[src/sml_pkg.sv]
// sml_pkg: register map, field positions, reset values and limits of the signal and lock monitor
// assumes: included first in compile order, used only as sml_pkg::name
`default_nettype none
package sml_pkg;
   // register offsets
   localparam logic [7:0] ADDR_STATUS = 8'h06;
   localparam logic [7:0] ADDR_MODE = 8'h08;
   localparam logic [7:0] ADDR_CTRL_B = 8'h09;
   localparam logic [7:0] ADDR_CTRL_C = 8'h0A;
   localparam logic [7:0] ADDR_REF_CFG = 8'h0F;
   localparam logic [7:0] ADDR_SLICE = 8'h15;
   localparam logic [7:0] ADDR_EQ = 8'h16;
   localparam logic [7:0] ADDR_LD_DATA = 8'h36;
   localparam logic [7:0] ADDR_LD_CTRL = 8'h74;
   // field positions
   localparam int STAT_ABSENT_BIT = 0;
   localparam int STAT_UNLOCK_BIT = 1;
   localparam int STAT_STICKY_BIT = 2;
   localparam int MODE_STICKY_CLR_BIT = 2;
   localparam int MODE_SEL_LSB = 4;
   localparam int CTRLB_PDN_BIT = 3;
   localparam int CTRLB_PIN_SEL_BIT = 4;
   localparam int CONTROL_REGISTER_C_REF_PDN_BIT = 2;
   localparam int CONTROL_REGISTER_C_FAST_ACQ_BIT = 0;
   localparam int REFCFG_RANGE_LSB = 4;
   localparam int EQ_ADAPT_BIT = 6;
   localparam int EQ_TERM_FLOAT_BIT = 7;
   localparam int LDC_STROBE_BIT = 4;
   // reset values
   localparam logic [7:0] RST_MODE = 8'h00;
   localparam logic [7:0] RST_CTRL_B = 8'h00;
   localparam logic [7:0] RST_CTRL_C = 8'h05;
   localparam logic [7:0] RST_REF_CFG = 8'h00;
   localparam logic [7:0] RST_SLICE = 8'h00;
   localparam logic [7:0] RST_EQ = 8'h40;
   localparam logic [7:0] RST_LD_DATA = 8'h00;
   localparam logic [7:0] RST_LD_CTRL = 8'h00;
   // field values and limits
   localparam logic [2:0] MODE_REF_ASSISTED = 3'h3;
   localparam logic [2:0] TARGET_THRESHOLD = 3'h1;
   localparam logic [2:0] TARGET_MEASURE = 3'h7;
   localparam logic [7:0] THR_MAX_MV = 8'h80;
   localparam logic [7:0] THR_FINE_LIMIT_MV = 8'h3F;
   localparam int LOCK_PPM = 250;
   localparam int UNLOCK_PPM = 1000;
   localparam int PPM_SCALE = 1000000;
   localparam int LOCK_DIV = PPM_SCALE / LOCK_PPM;
   localparam int UNLOCK_DIV = PPM_SCALE / UNLOCK_PPM;
   localparam int MEAS_INTERVAL_CYCLES = 65536;
   typedef enum logic [2:0] {
      SML_IDLE = 3'b001,
      SML_ARMED_LOW = 3'b010,
      SML_ARMED_HIGH = 3'b100
   } sml_meas_t;
endpackage
`default_nettype wire

[src/sml_freq_cmp.sv]
// sml_freq_cmp: counts oscillator and target edges over a fixed interval and grades the frequency error
// assumes: tick inputs are one-cycle pulses synchronous to clk, at most one per cycle each
`default_nettype none
module sml_freq_cmp #(
   parameter int CW = 24,
   parameter int INTERVAL = sml_pkg::MEAS_INTERVAL_CYCLES
) (
   input wire logic clk,
   input wire logic rst,
   input wire logic clear,
   input wire logic osc_tick,
   input wire logic tgt_tick,
   output logic eval,
   output logic within_lock,
   output logic beyond_unlock
);
   localparam int PW = CW + 20;
   logic [31:0] tick_cnt;
   logic [CW-1:0] osc_cnt;
   logic [CW-1:0] tgt_cnt;
   wire interval_end = (tick_cnt == 32'(INTERVAL - 1));
   wire [CW-1:0] diff = (osc_cnt > tgt_cnt) ? osc_cnt - tgt_cnt : tgt_cnt - osc_cnt;
   wire [PW-1:0] diff_lock = PW'(diff) * PW'(sml_pkg::LOCK_DIV);
   wire [PW-1:0] diff_unlock = PW'(diff) * PW'(sml_pkg::UNLOCK_DIV);
   wire [PW-1:0] tgt_wide = PW'(tgt_cnt);
   wire tgt_none = (tgt_cnt == '0);

   ////////////////////////////////////////////////////////////////////////////////
   // interval timer and edge counters
   always_ff @(posedge clk or posedge rst) begin
      if (rst) begin
         tick_cnt <= 32'h0;
         osc_cnt <= '0;
         tgt_cnt <= '0;
      end else if (clear || interval_end) begin
         tick_cnt <= 32'h0;
         osc_cnt <= '0;
         tgt_cnt <= '0;
      end else begin
         tick_cnt <= tick_cnt + 32'h1;
         osc_cnt <= osc_cnt + CW'(osc_tick);
         tgt_cnt <= tgt_cnt + CW'(tgt_tick);
      end
   end

   ////////////////////////////////////////////////////////////////////////////////
   // ppm grading, once per interval
   always_ff @(posedge clk or posedge rst) begin
      if (rst) begin
         eval <= 1'b0;
         within_lock <= 1'b0;
         beyond_unlock <= 1'b0;
      end else begin
         eval <= interval_end && !clear;
         if (interval_end) begin
            within_lock <= !tgt_none && (diff_lock <= tgt_wide);
            beyond_unlock <= tgt_none || (diff_unlock > tgt_wide);
         end
      end
   end
endmodule
`default_nettype wire

[src/sml_monitor.sv]
// sml_monitor: signal-level detector control, equalizer and termination bits, lock indication
// assumes: register port is driven by the serial-bus slave in front of it; level and tick inputs are synchronous
// Operation
// signal absent sets below threshold, clears only at twice the threshold
// level detection uses absolute level, slice setting never enters it
// detector enabled after reset, powered down by control bit D3
// threshold up to 128 mV loaded from data register on strobe with target 1
// host writes control 0x21, data, 0x31, then 0x21 to load threshold
// thresholds 64 to 128 lose bit D0, giving 2 mV steps
// control 0x7, 0x17, 0x7 loads measured peak-to-peak millivolts into data
// data changes by measurement only on low-high-low strobe with target 7
// equalizer adaptive after reset, manual code taken from equalizer register
// equalizer bit D7 floats terminations, zero ties them to core supply
// without reference, unlocked clears within 250 ppm and enables digital phase loop
// above 1000 ppm unlocked reasserts and acquisition restarts
// recovery mode field value 3 selects reference-assisted acquisition
// host sets reference range and divide ratio in reference config register
// host clears reference buffer powerdown bit and keeps fast-acquire bit set
// reference mode compares divided oscillator against divided reference, same limits
// sticky loss-of-lock bit set on any loss, cleared by writing 1 then 0; code leaves it clear on the unlock forced by a mode change
// pin select bit chooses sticky bit or live lock state for unlocked pin
// frequency error from edge counts over fixed interval, graded once per interval
`default_nettype none
module sml_monitor #(
   parameter int CW = 24,
   parameter int INTERVAL = sml_pkg::MEAS_INTERVAL_CYCLES
) (
   input wire logic clk,
   input wire logic rst,
   input wire logic reg_wr,
   input wire logic [7:0] reg_addr,
   input wire logic [7:0] reg_wdata,
   output logic [7:0] reg_rdata,
   input wire logic [7:0] level_mv,
   input wire logic osc_tick,
   input wire logic data_tick,
   input wire logic ref_tick,
   output logic signal_absent_flag,
   output logic unlocked_indicator,
   output logic digital_loop_enable,
   output logic acquire_restart,
   output logic level_detector_powerdown,
   output logic [7:0] loss_threshold_mv,
   output logic eq_adaptive,
   output logic [5:0] eq_manual_code,
   output logic term_float,
   output logic [2:0] recovery_mode_select,
   output logic reference_assisted_acquisition,
   output logic [1:0] reference_range_select,
   output logic [3:0] data_reference_divide,
   output logic reference_buffer_powerdown,
   output logic fast_acquire,
   output logic [7:0] slice_setting
);
   logic [7:0] mode_reg;
   logic [7:0] ctrl_b;
   logic [7:0] control_register_c;
   logic [7:0] ref_lock_ratio_config;
   logic [7:0] equalizer_setting;
   logic [7:0] level_detector_data;
   logic [7:0] level_detector_indirect_control;
   logic sticky_lost;
   logic live_unlocked;
   logic prev_ref_mode;
   sml_pkg::sml_meas_t meas_state;
   sml_pkg::sml_meas_t next_meas_state;

   // threshold clamp and coarse-range rounding
   function automatic logic [7:0] sml_thr_round(input logic [7:0] mv);
      logic [7:0] c;
      c = (mv > sml_pkg::THR_MAX_MV) ? sml_pkg::THR_MAX_MV : mv;
      if (c > sml_pkg::THR_FINE_LIMIT_MV) begin
         c[0] = 1'b0;
      end
      return c;
   endfunction

   ////////////////////////////////////////////////////////////////////////////////
   // write decode
   wire wr_mode = reg_wr && (reg_addr == sml_pkg::ADDR_MODE);
   wire wr_ctrl_b = reg_wr && (reg_addr == sml_pkg::ADDR_CTRL_B);
   wire wr_ctrl_c = reg_wr && (reg_addr == sml_pkg::ADDR_CTRL_C);
   wire wr_ref_cfg = reg_wr && (reg_addr == sml_pkg::ADDR_REF_CFG);
   wire wr_slice = reg_wr && (reg_addr == sml_pkg::ADDR_SLICE);
   wire wr_eq = reg_wr && (reg_addr == sml_pkg::ADDR_EQ);
   wire wr_ld_data = reg_wr && (reg_addr == sml_pkg::ADDR_LD_DATA);
   wire wr_ld_ctrl = reg_wr && (reg_addr == sml_pkg::ADDR_LD_CTRL);

   wire old_strobe = level_detector_indirect_control[sml_pkg::LDC_STROBE_BIT];
   wire new_strobe = reg_wdata[sml_pkg::LDC_STROBE_BIT];
   wire [2:0] old_target = level_detector_indirect_control[2:0];
   wire [2:0] new_target = reg_wdata[2:0];
   wire strobe_fall = wr_ld_ctrl && old_strobe && !new_strobe;
   wire load_threshold = strobe_fall && (old_target == sml_pkg::TARGET_THRESHOLD)
      && (new_target == sml_pkg::TARGET_THRESHOLD);
   wire load_measure = wr_ld_ctrl && (meas_state == sml_pkg::SML_ARMED_HIGH)
      && !new_strobe && (new_target == sml_pkg::TARGET_MEASURE);

   ////////////////////////////////////////////////////////////////////////////////
   // single-shot measurement sequencer: strobe low, high, low with target 7
   always_comb begin
      next_meas_state = meas_state;
      if (wr_ld_ctrl) begin
         if (new_target != sml_pkg::TARGET_MEASURE) begin
            next_meas_state = sml_pkg::SML_IDLE;
         end else begin
            case (meas_state)
               sml_pkg::SML_IDLE: begin
                  if (!new_strobe) next_meas_state = sml_pkg::SML_ARMED_LOW;
               end
               sml_pkg::SML_ARMED_LOW: begin
                  if (new_strobe) next_meas_state = sml_pkg::SML_ARMED_HIGH;
               end
               sml_pkg::SML_ARMED_HIGH: begin
                  if (!new_strobe) next_meas_state = sml_pkg::SML_ARMED_LOW;
               end
               default: next_meas_state = sml_pkg::SML_IDLE;
            endcase
         end
      end
   end

   ////////////////////////////////////////////////////////////////////////////////
   // register file
   always_ff @(posedge clk or posedge rst) begin
      if (rst) begin
         mode_reg <= sml_pkg::RST_MODE;
         ctrl_b <= sml_pkg::RST_CTRL_B;
         control_register_c <= sml_pkg::RST_CTRL_C;
         ref_lock_ratio_config <= sml_pkg::RST_REF_CFG;
         slice_setting <= sml_pkg::RST_SLICE;
         equalizer_setting <= sml_pkg::RST_EQ;
         level_detector_indirect_control <= sml_pkg::RST_LD_CTRL;
         meas_state <= sml_pkg::SML_IDLE;
      end else begin
         if (wr_mode) mode_reg <= reg_wdata;
         if (wr_ctrl_b) ctrl_b <= reg_wdata;
         if (wr_ctrl_c) control_register_c <= reg_wdata;
         if (wr_ref_cfg) ref_lock_ratio_config <= reg_wdata;
         if (wr_slice) slice_setting <= reg_wdata;
         if (wr_eq) equalizer_setting <= reg_wdata;
         if (wr_ld_ctrl) level_detector_indirect_control <= reg_wdata;
         meas_state <= next_meas_state;
      end
   end

   always_ff @(posedge clk or posedge rst) begin
      if (rst) begin
         level_detector_data <= sml_pkg::RST_LD_DATA;
         loss_threshold_mv <= sml_pkg::RST_LD_DATA;
      end else begin
         if (load_measure) begin
            level_detector_data <= level_mv;
         end else if (wr_ld_data) begin
            level_detector_data <= reg_wdata;
         end
         if (load_threshold) loss_threshold_mv <= sml_thr_round(level_detector_data);
      end
   end

   ////////////////////////////////////////////////////////////////////////////////
   // signal-absent detector with 2x hysteresis on absolute level
   wire [8:0] release_level = {loss_threshold_mv, 1'b0};
   wire level_low = ({1'b0, level_mv} < {1'b0, loss_threshold_mv});
   wire level_good = ({1'b0, level_mv} >= release_level);

   always_ff @(posedge clk or posedge rst) begin
      if (rst) begin
         signal_absent_flag <= 1'b0;
      end else if (!level_detector_powerdown) begin
         if (level_low) begin
            signal_absent_flag <= 1'b1;
         end else if (level_good) begin
            signal_absent_flag <= 1'b0;
         end
      end
   end

   ////////////////////////////////////////////////////////////////////////////////
   // lock detector
   wire ref_mode = (mode_reg[sml_pkg::MODE_SEL_LSB +: 3] == sml_pkg::MODE_REF_ASSISTED);
   wire eval;
   wire within_lock;
   wire beyond_unlock;
   wire tgt_tick = ref_mode ? ref_tick : data_tick;
   wire lose_lock = eval && !live_unlocked && beyond_unlock;
   wire clear_req = wr_mode && mode_reg[sml_pkg::MODE_STICKY_CLR_BIT]
      && !reg_wdata[sml_pkg::MODE_STICKY_CLR_BIT];

   sml_freq_cmp #(
      .CW(CW),
      .INTERVAL(INTERVAL)
   ) u_cmp (
      .clk(clk),
      .rst(rst),
      .clear(ref_mode != prev_ref_mode),
      .osc_tick(osc_tick),
      .tgt_tick(tgt_tick),
      .eval(eval),
      .within_lock(within_lock),
      .beyond_unlock(beyond_unlock)
   );

   always_ff @(posedge clk or posedge rst) begin
      if (rst) begin
         live_unlocked <= 1'b1;
         sticky_lost <= 1'b0;
         acquire_restart <= 1'b0;
         prev_ref_mode <= 1'b0;
      end else begin
         prev_ref_mode <= ref_mode;
         acquire_restart <= lose_lock || (ref_mode != prev_ref_mode);
         if (eval && live_unlocked && within_lock) begin
            live_unlocked <= 1'b0;
         end else if (lose_lock || (ref_mode != prev_ref_mode)) begin
            live_unlocked <= 1'b1;
         end
         if (lose_lock) begin
            sticky_lost <= 1'b1;
         end else if (clear_req) begin
            sticky_lost <= 1'b0;
         end
      end
   end

   ////////////////////////////////////////////////////////////////////////////////
   // read mux, registered
   wire [7:0] status_val = {5'h00, sticky_lost, live_unlocked, signal_absent_flag};
   wire [7:0] rd_mux = (reg_addr == sml_pkg::ADDR_STATUS) ? status_val
      : (reg_addr == sml_pkg::ADDR_MODE) ? mode_reg
      : (reg_addr == sml_pkg::ADDR_CTRL_B) ? ctrl_b
      : (reg_addr == sml_pkg::ADDR_CTRL_C) ? control_register_c
      : (reg_addr == sml_pkg::ADDR_REF_CFG) ? ref_lock_ratio_config
      : (reg_addr == sml_pkg::ADDR_SLICE) ? slice_setting
      : (reg_addr == sml_pkg::ADDR_EQ) ? equalizer_setting
      : (reg_addr == sml_pkg::ADDR_LD_DATA) ? level_detector_data
      : (reg_addr == sml_pkg::ADDR_LD_CTRL) ? level_detector_indirect_control
      : 8'h00;

   always_ff @(posedge clk or posedge rst) begin
      if (rst) begin
         reg_rdata <= 8'h00;
      end else begin
         reg_rdata <= rd_mux;
      end
   end

   ////////////////////////////////////////////////////////////////////////////////
   // configuration outputs
   assign unlocked_indicator = ctrl_b[sml_pkg::CTRLB_PIN_SEL_BIT] ? sticky_lost : live_unlocked;
   assign digital_loop_enable = !live_unlocked;
   assign level_detector_powerdown = ctrl_b[sml_pkg::CTRLB_PDN_BIT];
   assign eq_adaptive = equalizer_setting[sml_pkg::EQ_ADAPT_BIT];
   assign eq_manual_code = equalizer_setting[5:0];
   assign term_float = equalizer_setting[sml_pkg::EQ_TERM_FLOAT_BIT];
   assign recovery_mode_select = mode_reg[sml_pkg::MODE_SEL_LSB +: 3];
   assign reference_assisted_acquisition = ref_mode;
   assign reference_range_select = ref_lock_ratio_config[sml_pkg::REFCFG_RANGE_LSB +: 2];
   assign data_reference_divide = ref_lock_ratio_config[3:0];
   assign reference_buffer_powerdown = control_register_c[sml_pkg::CONTROL_REGISTER_C_REF_PDN_BIT];
   assign fast_acquire = control_register_c[sml_pkg::CONTROL_REGISTER_C_FAST_ACQ_BIT];
endmodule
`default_nettype wire

[config.mk]
export PLATFORM = sky130hd
export DESIGN_NAME = sml_monitor
export DESIGN_NICKNAME = d
export VERILOG_FILES = /design/src/sml_pkg.sv /design/src/sml_freq_cmp.sv /design/src/sml_monitor.sv
export SDC_FILE = /design/constraint.sdc
export NUM_CORES = 1
export LEC_CHECK = 0
export BUFFER_PORTS_ARGS = -buffer_cell sky130_fd_sc_hd__buf_4
export CORE_MARGIN = 2
export CORE_UTILIZATION = 65
export CTS_BUF_LIST = sky130_fd_sc_hd__clkbuf_4 sky130_fd_sc_hd__clkbuf_8
export DETAILED_ROUTE_END_ITERATION = 8
export PLACE_DENSITY = 0.83
export SYNTH_ARGS = -nofsm -noshare
export SYNTH_HDL_FRONTEND = slang
export SYNTH_SLANG_ARGS = --single-unit
[constraint.sdc]
create_clock -name clk -period 11.3 [get_ports clk]
set_input_delay 1.13 -clock clk [delete_from_list [all_inputs] [get_ports clk]]
set_output_delay 1.13 -clock clk [all_outputs]
set_load 0.02 [all_outputs]
Word-level counts from Yosys, hierarchy flattened
Index checks and enable logic that the tools add are counted.
W data, S select, Z words.
- latch bits: 0
- memory bits (writable): 0
- output and inout bits: 49
- bits in read-only memories: 0
- word-level logic and storage cells: 126
- register bits after elaboration: 171
- memories kept: 0
- input bits: 30
- equal/unequal tests: 21
- bitwise logic cells: 1
- shift operators: 0
- $mul: 2
- reduce and logical (&&, ||, !) cells: 39
- $add $sub $neg: 5
- divide/modulo/power cells: 0
- $lt $le $gt $ge: 7
- multiplexer cells: 29
- operator list (operator ; number):
    $mux W8 ; 12
    $mux W24 ; 3
    $mul A24 B7 Y31 const B ; 2
    $add A24 B1 Y24 ; 2
    $sub A24 B24 Y24 ; 2
    $le A36 B24 Y1 ; 1
    $gt A34 B24 Y1 ; 1
    $add A32 B1 Y32 const B ; 1
    $eq A32 B16 Y1 const B ; 1
    $eq A8 B4 Y1 const B ; 4
    $mux W32 ; 1
    $gt A24 B24 Y1 ; 1
    $logic_not A24 Y1 ; 1
    $logic_and A1 B1 Y1 ; 23
    $eq A8 B5 Y1 const B ; 2
    $eq A3 B1 Y1 const B ; 3
    $ge A8 B9 Y1 ; 1
    $mux W1 ; 9
    $mux W3 ; 3
    $eq A8 B3 Y1 const B ; 1
    $eq A8 B6 Y1 const B ; 1
    $eq A8 B7 Y1 const B ; 1
    $gt A8 B6 Y1 const B ; 1
    $gt A8 B8 Y1 const B ; 1
    other kinds (14) ; 26

Logic depth before layout (Yosys ltp)
- word-level depth: 10
- gate-level depth with buffers: 38
- depth with buffers taken out: 36

Modules after synthesis
Synthesis repeated with hierarchy kept, for this count alone.
- cell total of the unflattened synthesis: 1797
- area, all modules: 16256.8 µm²
- modules (own cells, without submodules) (module ; area each (µm²) ; cells each ; seq. area each (µm²) ; instances):
    sml_freq_cmp ; 11583.6 ; 1370 ; 2077.0 ; 1
    sml_monitor ; 4673.2 ; 427 ; 2208.4 ; 1

Worst setup path before layout
Ideal clock, no wire load.
- path kind: reg2reg
- from: reg u_cmp.osc_cnt[0]
- to: reg u_cmp.beyond_unlock
- buffers on the path: 1
- clock period less this slack: 8036 ps
- setup time: 137 ps
- path slack: 3264 ps
- stages on the path, launching flop included: 33
- arrival time: 7899 ps
- data required time: 11163 ps
- cell sequence: dfrtp_1 -> inv_1 -> ha_1 -> inv_1 -> fa_1 -> a21oi_1 -> o221ai_1 -> and3_1 -> o31a_1 -> o21a_1 -> buf_6 -> mux2i_1 -> o21ai_0 -> a221oi_2 -> o21bai_1 -> xor2_1 -> fa_1 -> fa_1 -> inv_1 -> fa_1 -> inv_1 -> fa_1 -> ha_1 -> a21oi_1 -> inv_1 -> a21o_1 -> a21oi_1 -> o21ai_0 -> or4b_2 -> a21oi_1 -> o22ai_1 -> nor4_1 -> a21oi_1
- cells in the longest elaborated chain, start to end: 5
- elaborated cells on any way between the ends: 7
- classes of those cells: add/sub: 2; mul: 1; order compare: 2; mux: 1; reduce/logical: 1
- RTL lines (element ; line ; source):
    start, declared ; sml_freq_cmp.sv:19 ; logic [CW-1:0] osc_cnt;
    start signal, assigned ; sml_freq_cmp.sv:41 ; osc_cnt <= osc_cnt + CW'(osc_tick);
    $sub A24 B24 Y24 / $gt A24 B24 Y1 (equally long branches) ; sml_freq_cmp.sv:22 ; wire [CW-1:0] diff = (osc_cnt > tgt_cnt) ? osc_cnt - tgt_cnt : tgt_cnt - osc_cnt;
    $mux W24 (*) ; sml_freq_cmp.sv:22 ;
    $mul A24 B7 Y31 (*) ; sml_freq_cmp.sv:24 ; wire [PW-1:0] diff_unlock = PW'(diff) * PW'(sml_pkg::UNLOCK_DIV);
    $gt A34 B24 Y1 (*) ; sml_freq_cmp.sv:57 ; beyond_unlock <= tgt_none || (diff_unlock > tgt_wide);
    $logic_or A1 B1 Y1 (*) ; sml_freq_cmp.sv:57 ;
    end signal, assigned ; sml_freq_cmp.sv:57 ;
    end, declared ; sml_freq_cmp.sv:15 ; output logic beyond_unlock
Every way passes the cells marked *; elsewhere a longest branch is shown, timed or not.
A chain may end at the register's enable or synchronous reset.

Final worst setup path
- from: reg u_cmp.tgt_cnt[14]
- to: reg u_cmp.within_lock
- cells in the longest elaborated chain, start to end: 5
- elaborated cells on any way between the ends: 9
- classes of those cells: add/sub: 2; mul: 1; order compare: 2; mux: 1; reduce/logical: 3
- RTL lines (element ; line ; source):
    start, declared ; sml_freq_cmp.sv:20 ; logic [CW-1:0] tgt_cnt;
    start signal, assigned ; sml_freq_cmp.sv:42 ; tgt_cnt <= tgt_cnt + CW'(tgt_tick);
    $sub A24 B24 Y24 / $gt A24 B24 Y1 (equally long branches) ; sml_freq_cmp.sv:22 ;
    $mux W24 ; sml_freq_cmp.sv:22 ;
    $mul A24 B7 Y31 ; sml_freq_cmp.sv:23 ; wire [PW-1:0] diff_lock = PW'(diff) * PW'(sml_pkg::LOCK_DIV);
    $le A36 B24 Y1 ; sml_freq_cmp.sv:56 ; within_lock <= !tgt_none && (diff_lock <= tgt_wide);
    $logic_and A1 B1 Y1 (*) ; sml_freq_cmp.sv:56 ;
    end signal, assigned ; sml_freq_cmp.sv:56 ;
    end, declared ; sml_freq_cmp.sv:14 ; output logic within_lock,
Marks and branches as above.

==> summary.txt <==
Detailed routing
  – Post-Route WL: 39.6 mm
  – DRC: 0
  – Initial DRC count: 1241
  – DR WL/cell: 18.8 um
  – First-pass DRT Iterations: 6
  – Routed vias: 12700
  – Post-DRT Antenna Nets: 0
  – Vias per cell: 6.05

Global route
  – Number of global-route vias before repair: 12600
  – Largest net degree at the start of global routing: 115
  – First-pass GRT wire length: 64.4 mm
  – Total GRT Usage: 0.314
  – Gr ovfl total: 0
  – Initial antenna violation count: 0

Layout
  – Number of nets in the layout: 2059
  – Diode count: 0
  – Area Overhead vs Synth: 7.61%
  – Layout cells sized above 1: 0.110
  – Largest registers in the final layout: u_cmp.tick_cnt (32), u_cmp.osc_cnt (24), u_cmp.tgt_cnt (24)
  – Max reg flops: 32
  – Most flops, register: u_cmp.tick_cnt
  – Fillers: around 1800

Synthesis
  – Post-synth top cells: inv_1 (210), ha_1 (172), dfrtp_1 (166), nor2_1 (143), nand2_1 (118)
  – Yosys reg bits: 171
  – Most numerous cell in the Yosys netlist: inv_1
  – Async SR Flop Fraction: 1.00
  – Post-Syn Area: 15700 um^2
  – Gate Count Post-Synth: 1728
  – Ys Warns: 0
  – Syn Nets: 2014
  – Ys flop type: dfrtp_1
  – Yosys cell types: 70
  – Area contributors post-synth: dfrtp_1 (26%), ha_1 (14%), fa_1 (11%)
  – Number of synthesized flops with an enable pin: 0
  – Synth area leader: dfrtp_1
  – Yosys top cell area share: 0.265
  – Avg Cell Area, Syn: 9.07 um^2
  – Post-synthesis sequential area ratio: 0.273

CTS
  – CTS tree: done
  – Clk sink count: 171
  – Hold bufs inserted after CTS: 0
  – Post-CTS Setup Repair Bufs: 0
  – Clock root buffer: clkbuf_8
  – Max clock buf depth: 2
  – Worst-skew pair later-pin latency: 0.49 ns
  – CTS clk-pin slew, worst paths: about 0.10 ns
  – Cts repair resizes: 0
  – # H-tree levels: 4
  – Num CTS Buffers: 17

Floorplan
  – Die Y: ~160 um
  – Boundary Pins: 79
  – Row cnt: between 50 and 60
  – Initial Utilization: 0.664
  – Core ar.: about 24000 um^2
  – Die ar.: 25400 um^2
  – Die X: 159 um

Worst setup path
  – FF-to-FF path depth: 29
  – RR Endpoint: u_cmp.within_lock
  – Max stage delay cell, worst path: o21a_1
  – Crit path from: u_cmp.tgt_cnt[14]
  – CP Max Fanout: 14
  – CP Class: flop to flop
  – CP Launch Type: flop
  – Max stage delay on crit path: around 0.66 ns
  – FF-to-FF Start: u_cmp.tgt_cnt[14]
  – Worst endpoint required time: 11.71 ns
  – WP data arrival: between 10 and 15 ns
  – Worst Setup End Kind: flop
  – Worst R2R Setup Slack: 1.54 ns

Placement
  – HPWL after DPL: 31.2 mm
  – IO buf count: 78
  – Gpl congestion: around 0.97

Timing
  – Setup TNS: 0 ns
  – Clock Skew: 0.0301 ns
  – Final min period: 9.76 ns
  – RSZ-0062 raised after global routing: false
  – Fin crit share: 0.864
  – Worst slew pin tran: 1.00 ns
  – Slew Viols, Final: 0
  – Hold Vio Cnt, Final: 0
  – Final Setup Violations: 0
  – Max Freq: 0.102 GHz
  – Slew HR: 0.332

Worst hold path
  – Worst hold endpoint: live_unlocked
  – Hold depth: 1
  – Hold Path Class: flop to flop
  – Hold_sp: u_cmp.eval

Run
  – Max Cap Viol: 0

Outcome
  – Status: finished clean
==> worst max path at each step <==
stage / depth (start not counted) / to / slack (ns)
6_report: 29 / u_cmp.within_lock / 1.54
5_1_grt: 29 / u_cmp.within_lock / 0.96
4_1_cts: 29 / u_cmp.within_lock / 1.62
3_5_place_dp: 29 / u_cmp.beyond_unlock / 1.68
3_3_place_gp: 29 / u_cmp.beyond_unlock / 1.90
2_1_floorplan: 32 / u_cmp.beyond_unlock / 3.26
==> layer usage <==
metal | up-vias | wire [um] | GRT usage | share of wire
met4 | 0 | 1350 | 0.115 | 0.034
met5 | - | 0 | 0 | 0
li1 | 5983 | - | - | -
met2 | 495 | 18500 | 0.506 | 0.47
met3 | 110 | 2650 | 0.0524 | 0.067
met1 | 6137 | 17100 | 0.431 | 0.43
==> logic make-up after synthesis <==
group / share of synthesized area
flip-flops: 0.273
XOR/XNOR: 0.0709
buffers and inverters: 0.0689
multiplexers: 0.0570
AND/OR/NAND/NOR: 0.150
adder cells (fa/ha/maj): 0.245
AO/OA/AOI/OAI: 0.135
==> worst max-delay path: cells and delay by family (launching register included) <==
| kind | cells | cell delay [ns] |
|---|---|---|
| AOI/OAI and AO/OA | 12 | 3.04 |
| and+or+nand+nor | 5 | 1.91 |
| muxes | 1 | 0.42 |
| adders and majority gates | 6 | 3.02 |
| xor gates and xnor gates | 1 | 0.58 |
| DFF | 1 | 0.39 |
| buffers and inverters | 4 | 0.31 |
==> cells in the final DEF (no fill, tap or decap), drive strengths merged, types with 67 or more instances in the layout <==
cell	instances
nand2	118
inv	217
dfrtp	166
xnor2	89
ha	172
a21oi	113
nor2	143
o21ai	71
nand3	67
buf	85
fa	84
==> cell type report <==
class	instances	area [um^2]	area share
clock buffers	17	234	0.0139
clock inverters	15	209	0.0124
inverters	210	793	0.0470
multi-input cells	1288	10300	0.611
flip-flops and latches	171	4290	0.254
well taps	319	399	0.0237
repair buffers	85	638	0.0378
==> stage by stage <==
| stage | utilization | cells | area, um^2 | hold slack [ns] | setup WS (ns) |
|---|---|---|---|---|---|
| final | 0.715 | 2105 | 16900 | 0.440 | 1.54 |
| after global routing | 0.715 | 2105 | 16900 | 0.457 | 0.962 |
| after CTS | 0.715 | 2105 | 16900 | 0.447 | 1.62 |
| after detailed placement | 0.696 | 2073 | 16400 | 0.426 | 1.68 |
| after global placement | 0.696 | 2073 | 16400 | 0.423 | 1.90 |
| after floorplan | - | 1728 | 15700 | 0.402 | 3.26 |
Power is left out: the tool's default activity adds up to more than one toggle a clock period on the data nets, which glitch-free logic cannot reach.
